===== src/verilog/qsig_cfg.svh =====
// address maps, field positions and fixed values of the serial glue
`ifndef QSIG_CFG_SVH
`define QSIG_CFG_SVH
`define QSIG_WIN_BITS     3
`define QSIG_STAT_UNUSED  4'hF
`define QSIG_NUM_CHAN     4
`define QSIG_NUM_LEVELS   10
`define QSIG_MAP0 {10'h3F8, 10'h2F8, 10'h3E8, 10'h2E8, 10'h220}
`define QSIG_MAP1 {10'h3E8, 10'h2E8, 10'h3A8, 10'h2A8, 10'h220}
`define QSIG_MAP2 {10'h380, 10'h388, 10'h288, 10'h230, 10'h224}
`define QSIG_MAP3 {10'h240, 10'h248, 10'h260, 10'h268, 10'h224}
`define QSIG_MAP4 {10'h100, 10'h108, 10'h110, 10'h118, 10'h240}
`define QSIG_MAP5 {10'h120, 10'h128, 10'h130, 10'h138, 10'h244}
`define QSIG_MAP6 {10'h140, 10'h148, 10'h150, 10'h158, 10'h248}
`define QSIG_MAP7 {10'h160, 10'h168, 10'h170, 10'h178, 10'h24C}
`define QSIG_LVL2   4'h0
`define QSIG_LVL3   4'h1
`define QSIG_LVL4   4'h2
`define QSIG_LVL5   4'h3
`define QSIG_LVL6   4'h4
`define QSIG_LVL7   4'h5
`define QSIG_LVL10  4'h6
`define QSIG_LVL11  4'h7
`define QSIG_LVL12  4'h8
`define QSIG_LVL15  4'h9
`endif


===== src/verilog/qsig_pkg.sv =====
// types shared by the serial glue
package qsig_pkg;
    typedef enum logic [1:0] {
        QSIG_RS232,
        QSIG_RS422_P2P,
        QSIG_RS422_MD,
        QSIG_RS485_MD
    } qsig_proto_type;
    // per-channel modem inputs, active low as on the wire
    typedef struct packed {
        logic cts_n;
        logic dcd_n;
        logic dsr_n;
        logic ri_n;
    } qsig_modem_type;
    // host request-line outputs, one per level in order 2,3,4,5,6,7,10,11,12,15
    typedef struct packed {
        logic [9:0] out;
        logic [9:0] oe;
    } qsig_irq_type;
    typedef enum logic [1:0] {
        QSIG_IDLE,
        QSIG_READ
    } qsig_bus_state_type;
endpackage


===== src/verilog/qsig_decode.sv =====
// address window decoder for four channels and the status byte
`include "qsig_cfg.svh"
`timescale 1ns/100ps
`default_nettype none
module qsig_decode (
    input  wire logic [2:0] map_sel,
    input  wire logic [9:0] addr,
    output logic      [3:0] chan_hit,
    output logic            stat_hit
);
    logic [49:0] map_w;
    always_comb begin
        case (map_sel)
            3'h0:    map_w = `QSIG_MAP0;
            3'h1:    map_w = `QSIG_MAP1;
            3'h2:    map_w = `QSIG_MAP2;
            3'h3:    map_w = `QSIG_MAP3;
            3'h4:    map_w = `QSIG_MAP4;
            3'h5:    map_w = `QSIG_MAP5;
            3'h6:    map_w = `QSIG_MAP6;
            default: map_w = `QSIG_MAP7;
        endcase
    end
    genvar i;
    generate
        for (i = 0; i < 4; i++) begin : g_win
            // base is the window's lowest address
            assign chan_hit[i] = (addr[9:`QSIG_WIN_BITS] ==
                                  map_w[49-10*i -: 7]);
        end
    endgenerate
    assign stat_hit = (addr == map_w[9:0]);
endmodule // qsig_decode
`default_nettype wire


===== src/verilog/qsig_route.sv =====
// routes one channel request onto its chosen shared level
`include "qsig_cfg.svh"
`timescale 1ns/100ps
`default_nettype none
module qsig_route (
    input  wire logic       req,
    input  wire logic [3:0] level_sel,
    input  wire logic       bus16,
    output logic      [9:0] drive
);
    always_comb begin
        drive = 10'h000;
        // wide-bus levels unusable on a narrow host
        if (level_sel < 4'(`QSIG_NUM_LEVELS) &&
            (bus16 || level_sel <= `QSIG_LVL7)) begin
            drive[level_sel] = req;
        end
    end
endmodule // qsig_route
`default_nettype wire


===== src/verilog/qsig_glue.sv =====
// top of the four-port serial board glue: decode, request routing, status, line control
//
// Contract
// - five regions are claimed: four eight-address channel windows and one status address.
// - three select inputs choose one of eight address maps of bases and status address.
// - a channel base is its window's lowest address and base plus zero to seven decodes to it.
// - each channel request is routed by its own selection to one of ten request levels.
// - levels 10, 11, 12 and 15 exist only with the wide bus; a narrow host has only 2 to 7.
// - with the wide bus present, level 2 appears to the host as level 9.
// - a pending request drives its line high and is otherwise released, never driven low.
// - the status byte returns live requests, channel 1 at bit 0 up to channel 4 at bit 3.
// - status bits show each channel's own request whatever the level sharing.
// - a status bit reads 1 while the request is active and 0 otherwise.
// - status bits 7 to 4 are unused and read as 1.
// - in multi-drop modes the line transmitter follows request-to-send, no auto switching.
// - in differential modes modem inputs may be forced true (0) per signal, never in RS-232.
// - RS-422 runs full duplex on two pairs, RS-485 half duplex on one pair.
`include "qsig_cfg.svh"
`timescale 1ns/100ps
`default_nettype none
module qsig_glue (
    input  wire logic                  mclk,
    input  wire logic                  rstn,
    input  wire logic                  clk_en,
    input  wire logic [2:0]            map_sel,
    input  wire logic                  bus16,
    input  wire logic [9:0]            addr,
    input  wire logic                  aen,
    input  wire logic                  ior_n,
    input  wire logic                  iow_n,
    output logic      [7:0]            data_out,
    output logic                       data_oe,
    output logic      [3:0]            uart_cs,
    output logic      [2:0]            uart_addr,
    input  wire logic [3:0]            uart_req,
    input  wire logic [3:0]            uart_rts_n,
    input  wire logic [15:0]           level_sel,
    input  wire qsig_pkg::qsig_proto_type [3:0] proto,
    input  wire logic [15:0]           force_true,
    input  wire qsig_pkg::qsig_modem_type [3:0] line_modem,
    output qsig_pkg::qsig_modem_type [3:0]     uart_modem,
    output logic      [3:0]            tx_en,
    output logic      [3:0]            rx_en,
    output qsig_pkg::qsig_irq_type     irq,
    output logic                       irq9_out,
    output logic                       irq9_oe
);
    ////////////////////////////////////////////////////////////////////////
    // address decode
    logic [3:0] chan_hit;
    logic       stat_hit;
    logic       stat_rd;
    qsig_decode u_decode (
        .map_sel  (map_sel),
        .addr     (addr),
        .chan_hit (chan_hit),
        .stat_hit (stat_hit)
    );
    // dma cycles hold aen high and must not select anything
    assign uart_cs   = aen ? 4'h0 : chan_hit;
    assign uart_addr = addr[2:0];
    assign stat_rd   = !aen && stat_hit && !ior_n;

    ////////////////////////////////////////////////////////////////////////
    // request routing
    logic [9:0] drive_ch [4];
    logic [9:0] drive_all;
    logic [3:0] req_reg;
    always_ff @(posedge mclk or negedge rstn) begin
        if (!rstn) begin
            req_reg <= 4'h0;
        end else if (clk_en) begin
            req_reg <= uart_req;
        end
    end
    genvar i;
    generate
        for (i = 0; i < 4; i++) begin : g_route
            qsig_route u_route (
                .req       (req_reg[i]),
                .level_sel (level_sel[4*i +: 4]),
                .bus16     (bus16),
                .drive     (drive_ch[i])
            );
        end
    endgenerate
    assign drive_all = drive_ch[0] | drive_ch[1] | drive_ch[2] | drive_ch[3];
    // high while pending, float otherwise; lets sources share one line
    always_comb begin
        irq.out  = drive_all;
        irq.oe   = drive_all;
        irq9_out = 1'b0;
        irq9_oe  = 1'b0;
        if (bus16) begin
            irq.out[`QSIG_LVL2] = 1'b0;
            irq.oe[`QSIG_LVL2]  = 1'b0;
            irq9_out = drive_all[`QSIG_LVL2];
            irq9_oe  = drive_all[`QSIG_LVL2];
        end
    end

    ////////////////////////////////////////////////////////////////////////
    // status byte read path
    logic [7:0] data_reg;
    logic       oe_reg;
    always_ff @(posedge mclk or negedge rstn) begin
        if (!rstn) begin
            data_reg <= 8'h00;
            oe_reg   <= 1'b0;
        end else if (clk_en) begin
            // per-channel request, not the shared line, so sharing cannot mask it
            data_reg <= {`QSIG_STAT_UNUSED, req_reg};
            oe_reg   <= stat_rd;
        end
    end
    assign data_out = data_reg;
    assign data_oe  = oe_reg && stat_rd;

    ////////////////////////////////////////////////////////////////////////
    // line transceiver control and modem input forcing
    generate
        for (i = 0; i < 4; i++) begin : g_line
            logic diff;
            logic multi;
            assign diff  = proto[i] != qsig_pkg::QSIG_RS232;
            assign multi = proto[i] == qsig_pkg::QSIG_RS422_MD ||
                           proto[i] == qsig_pkg::QSIG_RS485_MD;
            // software drives rts; no automatic turnaround
            assign tx_en[i] = multi ? !uart_rts_n[i] : 1'b1;
            // single pair: listen only while not talking
            assign rx_en[i] = (proto[i] == qsig_pkg::QSIG_RS485_MD) ?
                              uart_rts_n[i] : 1'b1;
            assign uart_modem[i].cts_n = line_modem[i].cts_n &
                                         !(diff && force_true[4*i+3]);
            assign uart_modem[i].dcd_n = line_modem[i].dcd_n &
                                         !(diff && force_true[4*i+2]);
            assign uart_modem[i].dsr_n = line_modem[i].dsr_n &
                                         !(diff && force_true[4*i+1]);
            assign uart_modem[i].ri_n  = line_modem[i].ri_n &
                                         !(diff && force_true[4*i]);
        end
    endgenerate
endmodule // qsig_glue
`default_nettype wire


===== config.mk =====
export PLATFORM = sky130hd
export DESIGN_NAME = qsig_glue
export DESIGN_NICKNAME = d
export VERILOG_FILES = /design/src/verilog/qsig_pkg.sv /design/src/verilog/qsig_decode.sv /design/src/verilog/qsig_route.sv /design/src/verilog/qsig_glue.sv
export VERILOG_INCLUDE_DIRS = /design/src /design/src/verilog
export SDC_FILE = /design/constraint.sdc
export NUM_CORES = 1
export LEC_CHECK = 0
export ABC_AREA = 1
export BUFFER_PORTS_ARGS = -buffer_cell sky130_fd_sc_hd__clkbuf_2
export CAP_MARGIN = 20
export CORE_MARGIN = 2
export CORE_UTILIZATION = 35
export CTS_CLUSTER_DIAMETER = 100
export CTS_CLUSTER_SIZE = 10
export DETAILED_ROUTE_END_ITERATION = 8
export GPL_TIMING_DRIVEN = 0
export PLACE_DENSITY = 0.78
export RECOVER_POWER = 25
export SETUP_SLACK_MARGIN = 0.1
export SKIP_LAST_GASP = 1
export SLEW_MARGIN = 20
export SYNTH_ARGS = -nofsm -noshare
export SYNTH_HDL_FRONTEND = slang
export SYNTH_SLANG_ARGS = --single-unit

===== constraint.sdc =====
create_clock -name mclk -period 1 [get_ports mclk]
set_input_delay 0.05 -clock mclk [delete_from_list [all_inputs] [get_ports mclk]]
set_output_delay 0.05 -clock mclk [all_outputs]
set_load 0.02 [all_outputs]

Yosys cells after proc, flatten, opt, wreduce, memory -nomap -nowiden
Index checks and enable logic that the tools add are counted.

Register bits: 10. Bits of input ports: 84. Output and inout bits: 62. Word-level logic and storage cells: 147.

Order comparisons: 16. Eq/ne operators: 19. Muxes and demuxes: 24. Bitwise logic cells: 23. Reduce and logical (&&, ||, !) cells: 62.

Operators with widths (count): case mux 50 bit (7 select lines) (1); bitwise AND 10 bit (4); two-way mux 10 bit (4); OR 10 bit (3); equality test 7 bit (4); logical AND 1 bit (27); logical NOT 1 bit (22); < comparator 4 x 5 -> 1 bit, second input constant (4); bitwise AND 1 bit (16); demux 1 bit (select 4 bit) (4); equality test 2 bit, second input constant (8); greater-or-equal comparator 4 x 1 -> 1 bit, second input constant (4); <= comparator 4 x 3 -> 1 bit, second input constant (4); < comparator 4 bit, second input constant (4); two-way mux 1 bit (14); equality test 10 bit (1); equality test 3 bit, second input constant (3); logical OR 1 bit (8); nonzero test 2 bit (4); equality test 3 x 2 -> 1 bit, second input constant (2); two-way mux 4 bit (1); equality test 3 x 1 -> 1 bit, second input constant (1); logical NOT 3 bit (1).

Longest topological paths before layout
Depth after elaboration: 10. Depth in mapped cells: 8. Gate-level depth less buffers: 8.

Modules after synthesis
From an unflattened synthesis, not the netlist that was laid out.

Cells, all modules: 383. Area, all modules: 2100.8 µm².

Modules (own cells, without submodules): qsig_glue (times used 1, cells each 137, area each 879.6 µm², seq. area each 250.2 µm²); qsig_route (g_route[0].u_route ...) (times used 3, cells each 34, area each 195.2 µm², seq. area each 0.0 µm²); qsig_decode (times used 1, cells each 111, area each 484.2 µm², seq. area each 0.0 µm²); qsig_route (g_route[3].u_route) (times used 1, cells each 33, area each 151.4 µm², seq. area each 0.0 µm²).

Worst setup path after synthesis
No wires, ideal clock.

Path type: register to output. From: reg req_reg[3]. To: out irq[10] (netlist bit). Arrival: 1.280 ns. Data required time: 0.950 ns. Slack: -0.330 ns. Cell stages (with the launch flop): 6. Buffers on the path: 1. Path through: dfrtp_1 inv_1 nor3_1 nor3_1 nor2_1 buf_4.

RTL lines: start, declared (RTL line qsig_glue.sv:68) `logic [3:0] req_reg;`; start signal, assigned (RTL line qsig_glue.sv:73) `req_reg <= uart_req;`; end, declared (RTL line qsig_glue.sv:44) `output qsig_pkg::qsig_irq_type irq,`.

==> results.rst <==
.. list-table::
   :header-rows: 1

   * - Metric
     - Value
   * - Number of remaining DRC errors
     - 0
   * - Number of standard-cell rows in the floorplan
     - 25
   * - Measured slew at the worst slew-check pin
     - between 0.5 and 0.6 ns
   * - Total wire length
     - 7410 µm
   * - Post-synthesis to final-layout area growth
     - 97.36%
   * - Headroom to the max-slew limit
     - 64.82%
   * - Capturing element type of the critical path
     - primary output
   * - Die Width
     - 73.86 µm
   * - EDFF count, synth
     - 0
   * - Number of pins exceeding their max-slew limit in the final report
     - 0
   * - Cell chosen for the clock root
     - clkbuf_8
   * - Max incr delay on CP
     - 0.41 ns
   * - Maximum net fanout on the critical path
     - 5
   * - Flip-flop and latch count after synthesis
     - 10
   * - Tot GR Track Use
     - 24.72%
   * - Violated checks
     - setup timing
   * - Number of warnings printed during yosys synthesis
     - 0
   * - Crit path launch
     - req_reg[3]
   * - Remaining global-route overflow
     - 0
   * - Critical path endpoint
     - irq[19]
   * - Proportion of netlist area held by the largest area contributor
     - ~17%
   * - Classification of the worst setup path
     - reg2out
   * - Number of global-route vias before repair
     - between 2k and 3k
   * - Post-layout instance count excluding filler cells
     - roughly 540
   * - Arrival time worst endpoint
     - roughly 1.5 ns
   * - Iter 0 DRT Violations
     - roughly 160
   * - Synth Cell Area
     - about 1700 µm²
   * - Antenna cells
     - 0
   * - Number of cells traversed by the worst hold path
     - 3
   * - Number of port buffers
     - approximately 140
   * - Clock tree from TritonCTS
     - done
   * - Cell accounting for the most synthesized area
     - nand2_1
   * - Average via count per standard cell
     - 5.086
   * - Number of maximum-capacitance constraint violations
     - 0
   * - Aggregate negative setup slack
     - -9.316 ns
   * - R2r startpoint
     - req_reg[3]
   * - Post-route worst setup slack
     - -0.5039 ns
   * - Worst-case clock skew
     - between 0.001 and 0.0015 ns
   * - Synth area leaders
     - nand2_1 (17%), dfrtp_1 (15%), nand3_1 (13%)
   * - Worst EP required
     - approximately 0.95 ns
   * - CP max-delay cell
     - dfrtp_1
   * - Critical path launch point type
     - flip-flop
   * - Maximum clock rate
     - 664.9 MHz
   * - Clock transition time at the flip-flop clock pins of the worst setup and hold paths
     - 0.05 ns
   * - Critical hold path startpoint
     - uart_req[1]
   * - Number of placed I/O pins
     - about 150
   * - # setup viols final
     - 27
   * - Post-DR wirelength/cell
     - 13.62 µm
   * - Fin nets
     - 562
   * - H-tree Lvls
     - 1
   * - Outcome
     - complete, but fails checks
   * - Largest net degree at the start of global routing
     - 11
   * - Chip Height
     - 73.86 µm
   * - Leakage power summed over all cells
     - 1.767 nW
   * - Async SR Flop Fraction
     - 100.0%
   * - Number of antenna violations at the first check in global routing
     - 0
   * - P per Cell Area
     - between 600 and 700 nW/µm²
   * - Number of detailed-routing iterations run before antenna repair
     - 5
   * - Final worst hold slack
     - between 0.015 and 0.02 ns
   * - Depth of the worst register-to-register path
     - 4
   * - Fraction of the yosys area taken by sequential cells
     - between 10% and 20%
   * - Most common flop cell mapped by yosys
     - dfrtp_1
   * - Hold Violations, Final
     - 0
   * - Initial cell density of the core
     - roughly 36%
   * - Largest register FFs
     - 5
   * - Crit path top cell by count
     - buf_4
   * - Synthesized area divided by synthesized cell count
     - approximately 5.5 µm²
   * - Share of post-route cells with drive strength above 1
     - 54.30%
   * - Maximum VDD drop
     - around 0.40 mV
   * - Cell types with the highest counts after synthesis
     - nand2_1 (79), nand3_1 (44), inv_1 (39), nor2_1 (35), buf_4 (18)
   * - Post-Place Cells
     - 520
   * - Type of the most critical hold path
     - in2reg
   * - Core box area
     - around 4700 µm²
   * - Clock Sinks
     - 10
   * - Gp weighted congestion
     - ~0.94
   * - Post-DRT Antenna Nets
     - 0
   * - Setup repair after global routing missed its margin
     - true
   * - Vias after detailed routing
     - about 2.8k
   * - TritonCTS Buffers
     - 3
   * - Synth cell types
     - 23
   * - Share of the cycle needed by the critical path after routing
     - 150.4%
   * - Die Area
     - ~5500 µm²
   * - CTS Buffer Depth
     - 2
   * - First-pass GRT wire length
     - approximately 11000 µm
   * - R2R Path End
     - req_reg[3]
   * - Shortest period the worst path allows
     - 1.504 ns
   * - Reg-to-reg setup timing slack
     - ~0.03 ns
   * - Synthesized netlist cell count
     - between 300 and 400
   * - Net count after synthesis
     - a little under 400
   * - Most instantiated library cell after synthesis
     - nand2_1
   * - Sequence of cells on the critical path
     - inv_2 -> buf_4 -> nor3_2 -> nand2_1 -> nand4_1 -> buf_4 -> clkbuf_4
   * - Total chip power
     - approximately 2.3 mW
   * - Clock latency reported for the late side of the worst-skew pair
     - roughly 0.24 ns
   * - DP Wirelength
     - between 5000 and 6000 µm
==> cells by family (layout without fill, tap and decap cells) <==
logic type	count (synthesis)	after routing	share of synthesized area, %
simple gates	198	198	52.53
buf+inv	61	229	17.36
compound gates	37	37	13.92
flops	10	10	14.65
xor+xnor	3	3	1.539
==> per-stage QoR <==
| stage | cell area, µm² | setup WS [ns] | utilization (%) |
|---|---|---|---|
| CTS | 3232 | -0.4803 | 68.42 |
| floorplan | 1812 | -0.2369 | - |
| finish | 3371 | -0.5039 | 71.36 |
| detailed placement | 2616 | -0.4028 | 55.39 |
| global placement | 2616 | -0.3876 | 55.39 |
| global route | 3371 | -0.5640 | 71.36 |
==> layout make-up <==
cell class / count / area, µm²
Sequential cell: 10 / 254.0
Multi-Input combinational cell: 238 / 1489
Buffer: 19 / 172.7
Tap cell: 67 / 83.83
Clock buffer: 4 / 55.05
Inverter: 42 / 173.9
Fill cell: 345 / 1353
Timing Repair Buffer: 164 / 1142
==> power by group <==
group          switching [mW]  total [mW]  internal (mW)
clock                   0.166       0.513          0.347
sequential             0.0316       0.471          0.440
combinational           0.766        1.33          0.567
total                   0.964        2.32           1.35
==> repair_timing <==
item                                   4_1_cts  5_1_grt
endpoints found under the hold margin       10        0
pin swaps                                   47       27
setup buffers                               15        8
gates cloned                                 1        0
hold buffers                                 1        0
setup endpoints to repair                   30       37
gates resized for setup                    104       53
==> routing by layer <==
layer,routed length [µm],track usage (%)
met3,514,4.390
met5,0,0
met4,180,9.495
met2,3983,45.93
met1,2731,27.57
==> worst max-delay path: cells and delay by family (launching register included) <==
family | cells | cell delay (ns)
buf+inv | 4 | 0.58
flops | 1 | 0.41
simple gates | 3 | 0.22
==> layout by cell type, fill, tap and decap left out, types with 5 or more instances in the layout <==
cell type	netlist	routed
dfrtp_1	10	7
buf_4	18	30
clkbuf_2	0	101
clkbuf_8	0	21
nand2_1	79	67
nand3_1	44	30
o21ai_0	12	6
nor2_4	0	5
nand3_2	0	12
nand2_2	1	9
buf_8	0	9
nand4_1	13	13
buf_6	0	11
nor2_1	35	24
nand3b_1	7	7
nor3_2	0	6
or2_2	5	5
nor2_2	3	9
inv_2	3	8
a21boi_1	0	16
clkbuf_1	1	9
inv_1	39	30
==> how the worst min path moves through the flow <==
stage / slack, ns / endpoint
floorplan: -0.25 / data_out[0]
global placement: -0.08 / req_reg[3]
detailed placement: -0.07 / req_reg[3]
CTS: 0.02 / req_reg[3]
global route: 0.04 / req_reg[3]
finish: 0.02 / req_reg[1]
Power figures use the tool's default switching activity.
